### src/hdl/irct_pkg.sv
// irct_pkg: register map, field layout, reset values and codes of the
// ir carrier timer. assumes 32-bit apb words, one register per word.
package irct_pkg;

    // register indices; byte address is four times the index
    localparam logic [7:0] IDX_STATUS       = 8'h16;
    localparam logic [7:0] IDX_SPECIAL_CFG  = 8'h17;
    localparam logic [7:0] IDX_CONTROL      = 8'h21;
    localparam logic [7:0] IDX_COUNT_LOW    = 8'h23;
    localparam logic [7:0] IDX_CAPTURE_HIGH = 8'h24;
    localparam logic [7:0] IDX_ENVELOPE_HI  = 8'h24;
    localparam logic [7:0] IDX_COUNT_HIGH   = 8'h28;
    localparam logic [7:0] IDX_CAPTURE_LOW  = 8'h29;
    localparam logic [7:0] IDX_ENVELOPE_LOW = 8'h2a;

    // control register fields
    localparam int CTRL_ENABLE_BIT = 7;
    localparam int CTRL_EDGE_BIT   = 6;
    localparam int CTRL_CLK_LSB    = 4;
    localparam int CTRL_DUTY_LSB   = 2;
    localparam int CTRL_MODE_LSB   = 0;

    // special configuration fields
    localparam int CFG_PWM_DIS_BIT = 6;
    localparam int CFG_UNMOD_BIT   = 5;

    // status fields
    localparam int ST_PRESENT_BIT  = 7;
    localparam int ST_ENV_IF_BIT   = 2;
    localparam int ST_CAP_IF_BIT   = 1;
    localparam int ST_OVF_IF_BIT   = 0;

    // reset values
    localparam logic [7:0]  CONTROL_RST     = 8'h00;
    localparam logic [7:0]  SPECIAL_CFG_RST = 8'h00;
    localparam logic [11:0] PRELOAD_RST     = 12'h000;
    localparam logic [11:0] ENV_RELOAD_RST  = 12'h000;
    localparam logic [11:0] CAPTURE_RST     = 12'h000;

    // counter
    localparam int          CNT_W   = 12;
    localparam logic [11:0] CNT_MAX = 12'hfff;
    localparam logic [11:0] CNT_ZERO = 12'h000;

    // operating modes
    localparam logic [1:0] MODE_PWM_CARRIER = 2'b00;
    localparam logic [1:0] MODE_PWM_LEVEL   = 2'b01;
    localparam logic [1:0] MODE_CAPTURE     = 2'b10;
    localparam logic [1:0] MODE_ENVELOPE    = 2'b11;

    // timer clock select and prescaler masks
    localparam logic [1:0] CLK_DIV1  = 2'b00;
    localparam logic [1:0] CLK_DIV2  = 2'b01;
    localparam logic [1:0] CLK_DIV4  = 2'b10;
    localparam logic [3:0] MASK_DIV2 = 4'h1;
    localparam logic [3:0] MASK_DIV4 = 4'h3;
    localparam logic [3:0] MASK_DIV16 = 4'hf;

    // duty select: number of overflow segments per carrier period
    localparam logic [1:0] DUTY_THIRD   = 2'b00;
    localparam logic [1:0] DUTY_QUARTER = 2'b01;
    localparam logic [1:0] DUTY_FIFTH   = 2'b10;
    localparam logic [2:0] SEG_THIRD    = 3'h3;
    localparam logic [2:0] SEG_QUARTER  = 3'h4;
    localparam logic [2:0] SEG_FIFTH    = 3'h5;
    localparam logic [2:0] SEG_HALF     = 3'h2;

    // companion clock select code that picks our carrier
    localparam logic [1:0] COMP_CLK_CARRIER = 2'b11;

endpackage : irct_pkg

### src/hdl/irct_timer.sv
// irct_timer: 12-bit ir carrier timer with carrier pwm, level pwm,
// carrier period capture and envelope detect, apb register slave.
// assumes rx_in and companion inputs are synchronous to pclk.
//
// Functional notes
// - clock select: full, half, quarter, sixteenth rate
// - start loads preload (zero in capture and envelope modes), then counts upward
// - pwm overflow reloads preload and continues
// - duty select: third, quarter, fifth, half
// - mode select: carrier, level, capture, envelope
// - entering level mode drives output high
// - control bit seven enables the timer
// - free-running companion: enable bit gates carrier
// - carrier-clocked companion: overflow toggles envelope
// - level mode never puts carrier on pin
// - config bit six low enables pwm output
// - capture copies count, flags, clears counter
// - control bit six picks capture edge
// - capture mode overflow raises overflow flag
// - config bit five picks unmodulated envelope input
// - first carrier edge flags, presents, loads reload
// - further edges reload, presence stays set
// - overflow without edge flags and clears presence
// - unmodulated input level drives presence directly
// - count low reads live, writes preload
// - capture high reads, envelope high writes
// - companion select three uses our carrier
//
// Chosen here: the APB slave port.
`timescale 1ns/1ps

module irct_timer
    import irct_pkg::*;
#(
    parameter int ADDR_W = 10
) (
    input  wire logic              pclk,
    input  wire logic              presetn,
    input  wire logic              psel,
    input  wire logic              penable,
    input  wire logic              pwrite,
    input  wire logic [ADDR_W-1:0] paddr,
    input  wire logic [31:0]       pwdata,
    output logic      [31:0]       prdata,
    output logic                   pready,
    output logic                   pslverr,
    input  wire logic              rx_in,
    input  wire logic [1:0]        companion_clock_select,
    input  wire logic              companion_overflow_event,
    output logic                   carrier_clock_source,
    output logic                   ir_transmit_pin
);

    if (ADDR_W < 10) begin : g_addr_check
        $error("irct_timer: ADDR_W must be at least 10");
    end

    logic [7:0]        control_reg;
    logic [7:0]        special_cfg_reg;
    logic [CNT_W-1:0]  preload_reg;
    logic [CNT_W-1:0]  env_reload_reg;
    logic [CNT_W-1:0]  capture_reg;
    logic [CNT_W-1:0]  cnt_reg;
    logic [CNT_W-1:0]  cnt_next;
    logic [3:0]        pre_reg;
    logic [2:0]        phase_reg;
    logic [2:0]        phase_next;
    logic              rx_prev_reg;
    logic              present_reg;
    logic              present_next;
    logic              env_tog_reg;
    logic              ovf_if_reg;
    logic              cap_if_reg;
    logic              env_if_reg;
    logic              pin_reg;
    logic              carrier_reg;
    logic [31:0]       prdata_reg;

    // apb decode
    wire [9:0] addr_lo   = paddr[9:0];
    wire       addr_hi_z = (paddr[ADDR_W-1:2] >> 8) == '0;
    wire       hit_status  = addr_hi_z && addr_lo == {IDX_STATUS, 2'b00};
    wire       hit_special = addr_hi_z && addr_lo == {IDX_SPECIAL_CFG, 2'b00};
    wire       hit_control = addr_hi_z && addr_lo == {IDX_CONTROL, 2'b00};
    wire       hit_cnt_lo  = addr_hi_z && addr_lo == {IDX_COUNT_LOW, 2'b00};
    wire       hit_cap_hi  = addr_hi_z && addr_lo == {IDX_CAPTURE_HIGH, 2'b00};
    wire       hit_env_hi  = addr_hi_z && addr_lo == {IDX_ENVELOPE_HI, 2'b00};
    wire       hit_cnt_hi  = addr_hi_z && addr_lo == {IDX_COUNT_HIGH, 2'b00};
    wire       hit_cap_lo  = addr_hi_z && addr_lo == {IDX_CAPTURE_LOW, 2'b00};
    wire       hit_env_lo  = addr_hi_z && addr_lo == {IDX_ENVELOPE_LOW, 2'b00};
    wire       mapped      = hit_status | hit_special | hit_control | hit_cnt_lo |
                             hit_cap_hi | hit_cnt_hi | hit_cap_lo | hit_env_lo;
    wire       acc_phase   = psel && penable;
    wire       wr_en       = acc_phase && pwrite && mapped;
    wire       rd_setup    = psel && !penable && !pwrite;

    // control fields
    wire       enable     = control_reg[CTRL_ENABLE_BIT];
    wire       edge_fall  = control_reg[CTRL_EDGE_BIT];
    wire [1:0] clk_sel    = control_reg[CTRL_CLK_LSB +: 2];
    wire [1:0] duty_sel   = control_reg[CTRL_DUTY_LSB +: 2];
    wire [1:0] mode       = control_reg[CTRL_MODE_LSB +: 2];
    wire       pwm_dis    = special_cfg_reg[CFG_PWM_DIS_BIT];
    wire       unmod      = special_cfg_reg[CFG_UNMOD_BIT];
    wire [7:0] wbyte      = pwdata[7:0];
    wire [1:0] new_mode   = wbyte[CTRL_MODE_LSB +: 2];
    wire       ctrl_wr    = wr_en && hit_control;

    // a start, or a mode change while running, reinitialises the counter
    wire       restart    = ctrl_wr && wbyte[CTRL_ENABLE_BIT] &&
                            (!enable || new_mode != mode);
    wire       enter_lvl  = ctrl_wr && new_mode == MODE_PWM_LEVEL &&
                            mode != MODE_PWM_LEVEL;

    // prescaler tick
    wire tick = (clk_sel == CLK_DIV1) ? 1'b1 :
                (clk_sel == CLK_DIV2) ? (pre_reg & MASK_DIV2) == MASK_DIV2 :
                (clk_sel == CLK_DIV4) ? (pre_reg & MASK_DIV4) == MASK_DIV4 :
                                        (pre_reg & MASK_DIV16) == MASK_DIV16;

    // receive edges
    wire rx_rise  = rx_in && !rx_prev_reg;
    wire rx_fall  = !rx_in && rx_prev_reg;
    wire sel_edge = edge_fall ? rx_fall : rx_rise;

    wire run      = enable && !restart;
    wire pwm_mode = !mode[1];
    wire cap_mode = mode == MODE_CAPTURE;
    wire env_car  = mode == MODE_ENVELOPE && !unmod;
    wire at_max   = cnt_reg == CNT_MAX;

    // overflow only counts where the counter actually advances
    wire ovf_evt  = run && tick && at_max &&
                    (pwm_mode || (cap_mode && !sel_edge) ||
                     (env_car && present_reg && !sel_edge));
    wire cap_evt  = run && cap_mode && sel_edge;
    wire env_evt  = run && env_car &&
                    ((sel_edge && !present_reg) || ovf_evt);

    // duty segments per carrier period
    wire [2:0] seg_cnt = (duty_sel == DUTY_THIRD)   ? SEG_THIRD :
                         (duty_sel == DUTY_QUARTER) ? SEG_QUARTER :
                         (duty_sel == DUTY_FIFTH)   ? SEG_FIFTH : SEG_HALF;

    // carrier is high during one overflow segment of each period
    wire carrier  = enable && pwm_mode && phase_reg == 3'h0;

    // envelope gate: enable bit, or companion overflows when it runs on carrier
    wire comp_on_carrier = companion_clock_select == COMP_CLK_CARRIER;
    wire env_on   = comp_on_carrier ? env_tog_reg : enable;
    wire out_act  = enable && !pwm_dis && pwm_mode;
    wire pin_next = out_act && env_on &&
                    (mode == MODE_PWM_CARRIER ? carrier : 1'b1);

    always_comb begin
        cnt_next = cnt_reg;
        if (restart) begin
            if (new_mode == MODE_CAPTURE || new_mode == MODE_ENVELOPE) begin
                cnt_next = CNT_ZERO;
            end else begin
                cnt_next = preload_reg;
            end
        end else if (enable) begin
            case (mode)
                MODE_PWM_CARRIER, MODE_PWM_LEVEL: begin
                    if (tick) begin
                        // preload is sampled only here and at restart, so writes wait
                        cnt_next = at_max ? preload_reg : cnt_reg + 12'h001;
                    end
                end
                MODE_CAPTURE: begin
                    if (sel_edge) begin
                        cnt_next = CNT_ZERO;
                    end else if (tick) begin
                        cnt_next = cnt_reg + 12'h001;
                    end
                end
                MODE_ENVELOPE: begin
                    if (!unmod && sel_edge) begin
                        cnt_next = env_reload_reg;
                    end else if (!unmod && tick && present_reg) begin
                        cnt_next = cnt_reg + 12'h001;
                    end
                end
                default: cnt_next = cnt_reg;
            endcase
        end
    end

    always_comb begin
        phase_next = phase_reg;
        if (restart) begin
            phase_next = 3'h0;
        end else if (ovf_evt && pwm_mode) begin
            phase_next = (phase_reg >= seg_cnt - 3'h1) ? 3'h0 : phase_reg + 3'h1;
        end
    end

    always_comb begin
        present_next = present_reg;
        if (enable && mode == MODE_ENVELOPE && unmod) begin
            present_next = rx_in;
        end else if (restart && new_mode == MODE_ENVELOPE) begin
            present_next = 1'b0;
        end else if (run && env_car && sel_edge) begin
            present_next = 1'b1;
        end else if (run && env_car && ovf_evt) begin
            present_next = 1'b0;
        end
    end

    // apb read mux, sampled in setup phase so pready can stay high
    wire [31:0] rd_mux =
        hit_status  ? {24'h0, present_reg, 4'h0, env_if_reg, cap_if_reg, ovf_if_reg} :
        hit_special ? {24'h0, special_cfg_reg} :
        hit_control ? {24'h0, control_reg} :
        hit_cnt_lo  ? {24'h0, cnt_reg[7:0]} :
        hit_cap_hi  ? {28'h0, capture_reg[11:8]} :
        hit_cnt_hi  ? {28'h0, cnt_reg[11:8]} :
        hit_cap_lo  ? {24'h0, capture_reg[7:0]} : 32'h0;

    always_ff @(posedge pclk or negedge presetn) begin
        if (!presetn) begin
            control_reg     <= CONTROL_RST;
            special_cfg_reg <= SPECIAL_CFG_RST;
            preload_reg     <= PRELOAD_RST;
            env_reload_reg  <= ENV_RELOAD_RST;
            prdata_reg      <= 32'h0;
        end else begin
            if (ctrl_wr) begin
                control_reg <= wbyte;
            end
            if (wr_en && hit_special) begin
                special_cfg_reg <= wbyte & 8'h60;
            end
            if (wr_en && hit_cnt_lo) begin
                preload_reg[7:0] <= wbyte;
            end
            if (wr_en && hit_cnt_hi) begin
                preload_reg[11:8] <= wbyte[3:0];
            end
            if (wr_en && hit_env_hi) begin
                env_reload_reg[11:8] <= wbyte[3:0];
            end
            if (wr_en && hit_env_lo) begin
                env_reload_reg[7:0] <= wbyte;
            end
            if (rd_setup) begin
                prdata_reg <= rd_mux;
            end
        end
    end

    always_ff @(posedge pclk or negedge presetn) begin
        if (!presetn) begin
            cnt_reg     <= CNT_ZERO;
            pre_reg     <= 4'h0;
            phase_reg   <= 3'h0;
            rx_prev_reg <= 1'b0;
            present_reg <= 1'b0;
            capture_reg <= CAPTURE_RST;
        end else begin
            cnt_reg     <= cnt_next;
            pre_reg     <= (restart || !enable) ? 4'h0 : pre_reg + 4'h1;
            phase_reg   <= phase_next;
            rx_prev_reg <= rx_in;
            present_reg <= present_next;
            if (cap_evt) begin
                capture_reg <= cnt_reg;
            end
        end
    end

    // sticky flags, write one to clear; a set in the same cycle wins
    wire [7:0] w1c = (wr_en && hit_status) ? wbyte : 8'h00;

    always_ff @(posedge pclk or negedge presetn) begin
        if (!presetn) begin
            ovf_if_reg <= 1'b0;
            cap_if_reg <= 1'b0;
            env_if_reg <= 1'b0;
        end else begin
            ovf_if_reg <= ovf_evt || (ovf_if_reg && !w1c[ST_OVF_IF_BIT]);
            cap_if_reg <= cap_evt || (cap_if_reg && !w1c[ST_CAP_IF_BIT]);
            env_if_reg <= env_evt || (env_if_reg && !w1c[ST_ENV_IF_BIT]);
        end
    end

    always_ff @(posedge pclk or negedge presetn) begin
        if (!presetn) begin
            env_tog_reg <= 1'b0;
            pin_reg     <= 1'b0;
            carrier_reg <= 1'b0;
        end else begin
            if (restart || enter_lvl) begin
                env_tog_reg <= 1'b1;
            end else if (comp_on_carrier && companion_overflow_event) begin
                env_tog_reg <= !env_tog_reg;
            end
            pin_reg     <= pin_next;
            carrier_reg <= carrier;
        end
    end

    assign prdata               = prdata_reg;
    assign pready               = 1'b1;
    assign pslverr              = acc_phase && !mapped;
    assign ir_transmit_pin      = pin_reg;
    assign carrier_clock_source = carrier_reg;

    // checks
    AST_CAP_CLEAR: assert property (@(posedge pclk) disable iff (!presetn)
        cap_evt |=> cnt_reg == CNT_ZERO && cap_if_reg && capture_reg == $past(cnt_reg))
        else $error("capture did not copy and clear counter");

    AST_PWM_RELOAD: assert property (@(posedge pclk) disable iff (!presetn)
        run && pwm_mode && tick && at_max |=> cnt_reg == $past(preload_reg))
        else $error("pwm overflow did not reload preload");

    AST_START_LOAD: assert property (@(posedge pclk) disable iff (!presetn)
        restart && !new_mode[1] |=> cnt_reg == $past(preload_reg) && enable)
        else $error("start did not load preload");

    AST_OUT_IDLE: assert property (@(posedge pclk) disable iff (!presetn)
        (!enable || pwm_dis) |=> !ir_transmit_pin)
        else $error("output active while disabled");

    AST_DIV2: assert property (@(posedge pclk) disable iff (!presetn)
        (tick && clk_sel == CLK_DIV2 && !restart) ##1 (clk_sel == CLK_DIV2) |-> !tick)
        else $error("half rate tick came too soon");

    AST_LEVEL_HIGH: assert property (@(posedge pclk) disable iff (!presetn)
        (mode == MODE_PWM_LEVEL && $past(mode) != MODE_PWM_LEVEL) |-> env_tog_reg)
        else $error("level mode entry did not set output high");

    AST_ENV_FIRST: assert property (@(posedge pclk) disable iff (!presetn)
        run && env_car && sel_edge && !present_reg
        |=> present_reg && env_if_reg && cnt_reg == $past(env_reload_reg))
        else $error("first carrier edge not handled");

    AST_ENV_LOSS: assert property (@(posedge pclk) disable iff (!presetn)
        run && env_car && present_reg && tick && at_max && !sel_edge
        |=> !present_reg && env_if_reg)
        else $error("carrier loss not flagged");

    AST_UNMOD: assert property (@(posedge pclk) disable iff (!presetn)
        enable && mode == MODE_ENVELOPE && unmod |=> present_reg == $past(rx_in))
        else $error("unmodulated level not passed to presence");

    AST_LEVEL_NO_CARRIER: assert property (@(posedge pclk) disable iff (!presetn)
        out_act && mode == MODE_PWM_LEVEL |=> ir_transmit_pin == $past(env_on))
        else $error("carrier leaked in level mode");

    AST_CAP_OVF: assert property (@(posedge pclk) disable iff (!presetn)
        run && cap_mode && tick && at_max && !sel_edge |=> ovf_if_reg)
        else $error("capture overflow not flagged");

    AST_ENV_RELOAD: assert property (@(posedge pclk) disable iff (!presetn)
        run && env_car && sel_edge && present_reg
        |=> present_reg && cnt_reg == $past(env_reload_reg))
        else $error("further carrier edge did not reload");

    COV_CAPTURE: cover property (@(posedge pclk) disable iff (!presetn) cap_evt);
    COV_ENV_CYCLE: cover property (@(posedge pclk) disable iff (!presetn)
        env_evt && !present_reg ##[1:200] env_evt && present_reg);
    COV_CARRIER_OUT: cover property (@(posedge pclk) disable iff (!presetn)
        $rose(ir_transmit_pin) && mode == MODE_PWM_CARRIER);
    COV_COMP_TOGGLE: cover property (@(posedge pclk) disable iff (!presetn)
        comp_on_carrier && companion_overflow_event && out_act);

endmodule : irct_timer

### config.mk
export PLATFORM = sky130hd
export DESIGN_NAME = irct_timer
export DESIGN_NICKNAME = d
export VERILOG_FILES = /design/src/hdl/irct_pkg.sv /design/src/hdl/irct_timer.sv
export SDC_FILE = /design/constraint.sdc
export NUM_CORES = 1
export LEC_CHECK = 0
export BUFFER_PORTS_ARGS = -buffer_cell sky130_fd_sc_hd__buf_2
export CORE_MARGIN = 2
export CORE_UTILIZATION = 56
export DETAILED_ROUTE_END_ITERATION = 8
export PLACE_DENSITY = 0.8
export SLEW_MARGIN = 25
export SYNTH_ARGS = -nofsm -noshare
export SYNTH_HDL_FRONTEND = slang
export SYNTH_SLANG_ARGS = --single-unit
export TNS_END_PERCENT = 5
### constraint.sdc
create_clock -name pclk -period 3.4 [get_ports pclk]
set_input_delay 0.85 -clock pclk [delete_from_list [all_inputs] [get_ports pclk]]
set_output_delay 0.85 -clock pclk [all_outputs]
set_load 0.02 [all_outputs]
==> results of run 1 <==
## Yosys cell counts, drive strengths merged (3+ instances only)
cell | n | area [um^2]
o211ai | 3 | 22.5
nor4 | 4 | 31.3
and4 | 3 | 26.3
mux2 | 42 | 507
a22oi | 13 | 97.6
a2111oi | 3 | 26.3
buf | 37 | 265
a31oi | 6 | 37.5
xnor2 | 10 | 87.6
inv | 14 | 52.6
or3 | 4 | 25.0
clkbuf | 18 | 67.6
and2 | 5 | 31.3
nand2 | 47 | 184
ha | 7 | 87.6
o22ai | 6 | 37.5
nor2b | 9 | 56.3
a21oi | 23 | 115
nand3b | 7 | 52.6
nor3 | 7 | 40.0
nand3 | 20 | 100
a21o | 3 | 22.5
xor2 | 4 | 35.0
nor2 | 28 | 105
and3 | 5 | 31.3
mux2i | 6 | 60.1
o21ai | 36 | 180
nand2b | 7 | 43.8
nor3b | 3 | 22.5
dfrtp | 81 | 2030
nand4 | 6 | 52.6
## worst max-delay path: cells and delay by family
kind,cells,cell delay [ns]
and+or+nand+nor,2,0.74
AOI/OAI and AO/OA,1,0.40
buffers and inverters,2,0.30
## routing by layer
layer / up-vias / global-route usage, % / part of all wire, %
met4: 0 / 8.02 / 2.2
met3: 30 / 5.42 / 8.5
li1: 1799 / - / -
met1: 1974 / 37.2 / 43
met5: - / 0 / 0
met2: 226 / 42.1 / 46
## report_power, final
part / switching [mW] / total (mW) / internal [mW]
logic: 0.143 / 0.219 / 0.0765
clock network: 0.375 / 0.740 / 0.365
registers: 0.0406 / 1.03 / 0.993
total: 0.558 / 1.99 / 1.43
## layout by cell type, fill, tap and decap left out, drive strengths merged, types with 4 or more instances in the layout
| cell | count |
|---|---|
| nor3 | 7 |
| conb | 25 |
| mux2i | 6 |
| dfrtp | 81 |
| nand4 | 6 |
| inv | 16 |
| o22ai | 6 |
| nor4 | 4 |
| a21oi | 23 |
| a22oi | 13 |
| nand2 | 47 |
| xor2 | 4 |
| nor2b | 9 |
| or3 | 4 |
| and2 | 5 |
| a31oi | 6 |
| nand2b | 7 |
| ha | 7 |
| buf | 51 |
| o21ai | 36 |
| nor2 | 28 |
| nand3 | 20 |
| and3 | 5 |
| xnor2 | 10 |
| mux2 | 42 |
| clkbuf | 11 |
| nand3b | 7 |
## worst min-delay path by stage
| stage | from | end | depth (start not counted) | slack [ns] |
|---|---|---|---|---|
| floorplan | special_cfg_reg[6] | ir_transmit_pin | 1 | 0.43 |
| CTS | cap_if_reg | cap_if_reg | 2 | 0.49 |
| global route | cap_if_reg | cap_if_reg | 2 | 0.49 |
| finish | special_cfg_reg[6] | ir_transmit_pin | 1 | 0.49 |
| detailed placement | cap_if_reg | cap_if_reg | 2 | 0.47 |
| global placement | preload_reg[3] | cnt_reg[3] | 1 | 0.45 |
## cell type report
type                    count  area [um^2]
clock buffers              11          141
clock inverters             5         62.6
fillers                   715         3100
inverters                  14         52.6
multi-input cells         371         2490
flip-flops and latches     81         2030
well taps                 105          131
repair buffers             51          297
## through the flow
stage	instance area [um^2]	setup slack, ns	cells	power [mW]
5_1_grt	5200	0.197	638	2.07
2_1_floorplan	4900	0.439	521	1.20
6_report	5200	0.259	638	1.99
3_5_place_dp	5000	0.239	622	1.27
3_3_place_gp	5000	0.246	622	1.26
4_1_cts	5200	0.241	638	2.00
## cells by family (layout without fill, tap and decap cells)
| group | Yosys count | in the layout | synth area share (%) |
|---|---|---|---|
| xor gates and xnor gates | 14 | 14 | 2.54 |
| other | 2 | 25 | 0.156 |
| DFF | 81 | 81 | 42.1 |
| AOI/OAI and AO/OA | 116 | 116 | 15.6 |
| and+or+nand+nor | 161 | 161 | 18.1 |
| adders and majority gates | 7 | 7 | 1.82 |
| buffers and inverters | 69 | 81 | 8.00 |
| muxes | 48 | 48 | 11.8 |
==> reports/results.tsv, run 1 <==
metric	value	unit
cap_violations	0	
first_pass_iters	5	
gp_congestion	0.918	
diodes	0	
wl_per_cell	19.1	um
start_util	58.1	%
tightest_slew	0.742	ns
syn_area	0.00482	mm^2
r2r_cells	6	
cts-buffers-inserted	9	
start_kind	primary input	
io_pins	87	
grt_start_max_net_pins	82	
slew_viol_final	0	
path_common_cell	buf_2	
cts_root_buf	clkbuf_8	
die_y	96.8	um
whs	0.490	ns
fmax	318	MHz
finalCritPeriodShare	92.4	%
cp-startpoint	paddr[2]	
grt_pass1_vias	4023	
crit_fanout	8	
powerDensity	383	mW/mm^2
cts_tree	yes	
cts_setup_buffers	0	
grt_pass1_wl	20200	um
endpoint	pslverr	
cts_resized	0	
reg2reg_to	cnt_reg[0]	
routed_wl	12200	um
rsz0062_at_grt	false	
fin_nets	586	
cts.clk_slew.worst_paths	0.09	ns
critPathMaxStageDelay	0.50	ns
p_leak	2.41	nW
yosys_warnings	0	
antenna_found_initial	0	
crit_type	in -> out	
hp-class	reg -> reg	
vias_per_cell	6.32	
r2r_setup_slack	0.93	ns
syn_area_per_cell	9.68	um^2
drc	0	
finalSetupTns	0	ns
synth_cell_types	64	
num_vias	4029	
hpwl	8510	um
grt_usage	26.6	%
final_hold_viol_count	0	
synth_top_flop_cell	dfrtp_1	
area_growth	8.00	%
synth-seq-cells	81	
synth-seq-area-share	42.1	%
synth-edff-count	0	
finClkSkew	0.0126	ns
timing.final.crit_period	3.14	ns
final_util	62.7	%
cp.required	2.55	ns
slew_headroom	50.3	%
critPathArrivalTime	2.29	ns
status	finished, final reports clean	
rows	33	
setup_violations	0	
io_buffers	37	
netlist_instances	498	
design.core.area	0.00830	mm^2
layout-drive-gt1-share	22.1	%
grt-ovfl-total	0	
die_w	96.8	um
ant_nets	0	
crit_slowest_cell	or3b_2	
drtIter0Drc	449	
holdBufCountCts	0	
clockBufferDepth	2	
dieArea	0.00936	mm^2
cp_cell_sequence	buf_2, or3b_2, a2111oi_0, and4b_1, buf_2	
worst_setup_path_end_kind	primary output	
clock_sinks	81	
clk_latency	0.36	ns
htree_levels	3	
rr_startpoint	control_reg[1]	
peakVddDrop	0.414	mV
async_flop_share	100	%
Note: power is estimated with default switching activity, not from simulation.
==> run 2: changes to the inputs <==
--- a/config.mk
+++ b/config.mk
@@ -9,6 +9,7 @@
 export CORE_MARGIN = 2
 export CORE_UTILIZATION = 56
 export DETAILED_ROUTE_END_ITERATION = 8
+export MAX_ROUTING_LAYER = met4
 export PLACE_DENSITY = 0.8
 export SLEW_MARGIN = 25
 export SYNTH_ARGS = -nofsm -noshare
==> reports/results.tsv, run 2 (synthesis results as in run 1) <==
metric	value	unit	change
status	finished, final reports clean		unchanged
diodes	0		unchanged
r2r_cells	7		was 6
num_vias	3946		was 4029
crit_type	in -> out		unchanged
htree_levels	3		unchanged
ant_nets	0		unchanged
grt_start_max_net_pins	82		unchanged
clk_latency	0.36	ns	about the same
vias_per_cell	6.20		was 6.32
critPathArrivalTime	2.28	ns	was 2.29 ns
setup_violations	0		unchanged
swShare	26.3	%	was 28.0%
grt-ovfl-total	0		unchanged
seq_power_share	51.4	%	was 51.9%
fin_cells	636		was 638
cts_setup_buffers	0		unchanged
critPathMaxStageDelay	0.49	ns	was 0.50 ns
cts_tree	yes		unchanged
mostFrequentLayoutCells	dfrtp_1, nand2_1, buf_2, o21ai_0, mux2_2		unchanged
io_buffers	37		unchanged
r2r_setup_slack	0.86	ns	was 0.93 ns
cts-buffers-inserted	9		unchanged
placed_area	0.00498	mm^2	was 0.00500 mm^2
die_w	96.8	um	unchanged
start_kind	primary input		unchanged
start_util	58.1	%	unchanged
fin_nets	584		was 586
clock_sinks	81		unchanged
crit_family	simple AND/OR/NAND/NOR gates		unchanged
cp-startpoint	paddr[2]		unchanged
hp-class	in -> async		was reg -> reg
p_int	1.48	mW	was 1.43 mW
timing.final.crit_period	3.13	ns	was 3.14 ns
slew_headroom	48.5	%	was 50.3%
powerDensity	386	mW/mm^2	was 383 mW/mm^2
path_common_cell	buf_2		unchanged
finalCritPeriodShare	91.9	%	was 92.4%
wl_per_cell	18.3	um	was 19.1 um
pwr-share-clk	37.8	%	was 37.1%
rows	33		unchanged
slew_viol_final	0		unchanged
fmax	320	MHz	was 318 MHz
cp.required	2.55	ns	about the same
finalSetupTns	0	ns	unchanged
endpoint	pslverr		unchanged
crit_slowest_cell	or3b_2		unchanged
cp_cell_sequence	buf_2, or3b_2, a2111oi_0, and4b_1, buf_2		unchanged
layout-drive-gt1-share	21.8	%	was 22.1%
grt_pass1_vias	3833		was 4023
tightest_slew	0.768	ns	was 0.742 ns
cts_root_buf	clkbuf_8		unchanged
dieArea	0.00936	mm^2	unchanged
peakVddDrop	0.262	mV	was 0.414 mV
grt_pass1_wl	19200	um	was 20200 um
reg2reg_to	cnt_reg[2]		was cnt_reg[0]
final_util	62.6	%	was 62.7%
combinationalPowerShare	10.7	%	was 11.0%
antenna_found_initial	0		unchanged
clockBufferDepth	2		unchanged
whs	0.483	ns	was 0.490 ns
die_y	96.8	um	unchanged
cts.clk_slew.worst_paths	0.08	ns	was 0.09 ns
crit_fanout	8		unchanged
p_switching	0.528	mW	was 0.558 mW
cap_violations	0		unchanged
drtIter0Drc	381		was 449
drc	0		unchanged
area_growth	7.82	%	was 8.00%
p_leak	2.41	nW	about the same
place_inst	620		was 622
worst_setup_path_end_kind	primary output		unchanged
rsz0062_at_grt	false		unchanged
cts_resized	0		unchanged
holdBufCountCts	0		unchanged
grt_usage	26.3	%	was 26.6%
finClkSkew	0.0101	ns	was 0.0126 ns
io_pins	87		unchanged
stdcell_area	0.00519	mm^2	was 0.00520 mm^2
final_hold_viol_count	0		unchanged
path_depth	5		unchanged
final_common_cell	dfrtp_1		unchanged
gp_congestion	0.920		was 0.918
first_pass_iters	5		unchanged
rr_startpoint	control_reg[1]		unchanged
hpwl	8400	um	was 8510 um
critical_path_buf_inv_count	2		unchanged
design.core.area	0.00830	mm^2	unchanged
routed_wl	11600	um	was 12200 um
[run 2: cell count changes in the layout (fill, tap and decap cells not counted)]
cell        before  now
clkinv_2         0    3
inv_6            2    0
buf_4           14   12
clkinvlp_4       2    1
clkbuf_8        10    9
bufinv_16        1    2
[run 2: routing by layer]
layer,track usage [%],up-vias,share of wire (%)
met3,5.92,21,8.3
met2,40.8,211,47
met1,34.5,1916,43
met4,8.45,0,1.9
li1,-,1798,-
met5,-,-,0
[run 2: per-stage QoR]
| step | setup slack [ns] | power (mW) |
|---|---|---|
| CTS | 0.246 | 2.02 |
| finish | 0.275 | 2.01 |
| detailed placement | 0.247 | 1.26 |
| global placement | 0.260 | 1.26 |
| floorplan | 0.439 | 1.20 |
| global route | 0.215 | 2.09 |
[run 2: how the worst min path moves through the flow]
stage / slack [ns] / cells after the start / end
after floorplan: 0.43 / 1 / ir_transmit_pin
after global placement: 0.45 / 1 / cnt_reg[3]
after detailed placement: 0.47 / 2 / cap_if_reg
after CTS: 0.49 / 2 / cap_if_reg
after global routing: 0.51 / 1 / cnt_reg[3]
final: 0.48 / 1 / capture_reg[8]
[run 2: worst reg2reg max path, stage by stage, from the launching register on]
cell	delay, ns
dfrtp_1	0.78
inv_1	0.29
o2111a_1	0.22
o32ai_2	0.48
buf_4	0.28
a21oi_1	0.08
a21oi_1	0.22
a31oi_1	0.07
[run 2: power groups by stage]
stage	combinational, mW	clock [mW]	sequential [mW]
3_3_place_gp	0.209	0	1.05
6_report	0.216	0.758	1.03
2_1_floorplan	0.154	0	1.05
4_1_cts	0.215	0.770	1.03
3_5_place_dp	0.214	0	1.05
5_1_grt	0.237	0.816	1.04
[run 2: cell type report]
class                   instances  area [um^2]
flip-flops and latches         81         2030
well taps                     105          131
clock buffers                  10          128
inverters                      14         52.6
multi-input cells             371         2490
fillers                       683         3100
repair buffers                 49          282
clock inverters                 6         82.6
==> run 3: changes to the inputs <==
--- a/config.mk
+++ b/config.mk
@@ -6,11 +6,12 @@
 export NUM_CORES = 1
 export LEC_CHECK = 0
 export BUFFER_PORTS_ARGS = -buffer_cell sky130_fd_sc_hd__buf_2
-export CORE_MARGIN = 2
-export CORE_UTILIZATION = 56
+export CELL_PAD_IN_SITES_DETAIL_PLACEMENT = 0
+export CELL_PAD_IN_SITES_GLOBAL_PLACEMENT = 1
+export CORE_UTILIZATION = 43
 export DETAILED_ROUTE_END_ITERATION = 8
 export MAX_ROUTING_LAYER = met4
-export PLACE_DENSITY = 0.8
+export PLACE_DENSITY_LB_ADDON = 0.1
 export SLEW_MARGIN = 25
 export SYNTH_ARGS = -nofsm -noshare
 export SYNTH_HDL_FRONTEND = slang
==> reports/results.tsv, run 3 (synthesis results as in run 1) <==
metric	value	unit	change
status	finished, final reports clean		unchanged
final_common_cell	dfrtp_1		unchanged
htree_levels	3		unchanged
critical_path_buf_inv_count	2		unchanged
grt_usage	24.7	%	was 26.3%
drc	0		unchanged
tightest_slew	0.772	ns	was 0.768 ns
slew_headroom	48.2	%	was 48.5%
diodes	0		unchanged
setup_violations	0		unchanged
fmax	320	MHz	about the same
grt-ovfl-total	0		unchanged
fin_cells	676		was 636
num_vias	3814		was 3946
n_fill_cell	1076		was 683
hpwl	9280	um	was 8400 um
pwr-share-clk	39.0	%	was 37.8%
whs	0.479	ns	was 0.483 ns
cts_tree	yes		unchanged
peakVddDrop	0.231	mV	was 0.262 mV
grt_start_max_net_pins	82		unchanged
combinationalPowerShare	10.6	%	was 10.7%
grt_pass1_wl	20500	um	was 19200 um
layout-drive-gt1-share	22.6	%	was 21.8%
die_y	108	um	was 96.8 um
ant_nets	0		unchanged
die_w	108	um	was 96.8 um
grt_pass1_vias	3705		was 3833
cts-buffers-inserted	9		unchanged
swShare	26.4	%	was 26.3%
cts.clk_slew.worst_paths	0.09	ns	was 0.08 ns
io_buffers	37		unchanged
routed_wl	12700	um	was 11600 um
path_common_cell	buf_2		unchanged
p_leak	2.44	nW	was 2.41 nW
seq_power_share	50.4	%	was 51.4%
dieArea	0.0116	mm^2	was 0.00936 mm^2
rows	38		was 33
crit_family	simple AND/OR/NAND/NOR gates		unchanged
mostFrequentLayoutCells	dfrtp_1, nand2_1, buf_2, o21ai_0, mux2_2		unchanged
critPathMaxStageDelay	0.50	ns	was 0.49 ns
slew_viol_final	0		unchanged
worst_setup_path_end_kind	primary output		unchanged
cts_resized	0		unchanged
place_inst	660		was 620
crit_type	in -> out		unchanged
rsz0062_at_grt	false		unchanged
vias_per_cell	5.64		was 6.20
cp.required	2.55	ns	about the same
clk_latency	0.37	ns	was 0.36 ns
cap_violations	0		unchanged
clockBufferDepth	2		unchanged
cts_root_buf	clkbuf_8		unchanged
start_kind	primary input		unchanged
powerDensity	388	mW/mm^2	was 386 mW/mm^2
drtIter0Drc	207		was 381
finalCritPeriodShare	92.1	%	was 91.9%
design.core.area	0.0109	mm^2	was 0.00830 mm^2
clock_sinks	81		unchanged
gp_congestion	0.815		was 0.920
regArea	0.00203	mm^2	unchanged
area_growth	9.84	%	was 7.82%
final_hold_viol_count	0		unchanged
cts_setup_buffers	0		unchanged
critPathArrivalTime	2.28	ns	about the same
antenna_found_initial	0		unchanged
io_pins	87		unchanged
finalSetupTns	0	ns	unchanged
hp-class	in -> async		unchanged
crit_slowest_cell	or3b_2		unchanged
timing.final.crit_period	3.13	ns	about the same
finClkSkew	0.0101	ns	about the same
crit_fanout	8		unchanged
first_pass_iters	4		was 5
multi_input_area	0.00249	mm^2	unchanged
p_switching	0.542	mW	was 0.528 mW
fin_nets	589		was 584
holdBufCountCts	0		unchanged
cp_cell_sequence	buf_2, or3b_2, a2111oi_0, and4b_1, buf_2		unchanged
start_util	44.3	%	was 58.1%
p_int	1.51	mW	was 1.48 mW
wl_per_cell	18.8	um	was 18.3 um
[run 3: changes by cell type in the layout (fill, tap and decap cells not counted), sizes merged]
cell      before  now
buf           49   54
bufinv         2    1
clkbuf        10   15
clkinv         3    0
clkinvlp       1    0
[run 3: worst paths after layout]
path | start | end | slack [ns] | cells after the start
setup / recovery | paddr[2] | pslverr | 0.27 | 5
hold / removal | presetn | capture_reg[0] | 0.48 | 1
setup reg to reg | cnt_reg[0] | cnt_reg[0] | 0.95 | 6
hold reg to reg | preload_reg[3] | cnt_reg[3] | 0.49 | 1
max in group asynchronous | presetn | prdata[5] | 2.33 | 1
min in group pclk | preload_reg[3] | cnt_reg[3] | 0.49 | 1
[run 3: routing by layer]
metal,track usage (%),vias to the layer above,wire (um)
met3,3.69,30,484
li1,-,1810,-
met1,33.7,1879,6130
met4,12.8,0,422
met5,-,-,0
met2,35.7,95,5700
[run 3: power groups by stage]
stage          Sequential (mW)  Clock (mW)  Combinational, mW
2_1_floorplan             1.05           0              0.154
3_3_place_gp              1.05           0              0.217
3_5_place_dp              1.05           0              0.218
4_1_cts                   1.03       0.823              0.219
5_1_grt                   1.04       0.860              0.246
6_report                  1.03       0.800              0.218
[run 3: area by class of cell]
cell class                      count  share of cell area, %
Clock buffer                       15                   3.71
Sequential cell                    81                   38.3
Clock inverter                      1                  0.567
Multi-Input combinational cell    371                   47.1
Tap cell                          140                   3.31
Inverter                           14                  0.993
Timing Repair Buffer               54                   6.03
[run 3: per-stage QoR]
| step | instance area, um^2 | worst slack [ns] | util [%] | power (mW) |
|---|---|---|---|---|
| CTS | 5290 | 0.273 | 48.6 | 2.08 |
| global route | 5290 | 0.219 | 48.6 | 2.15 |
| finish | 5290 | 0.270 | 48.6 | 2.05 |
| detailed placement | 5060 | 0.276 | 46.5 | 1.27 |
| global placement | 5060 | 0.262 | 46.5 | 1.27 |
| floorplan | 4900 | 0.439 | - | 1.20 |
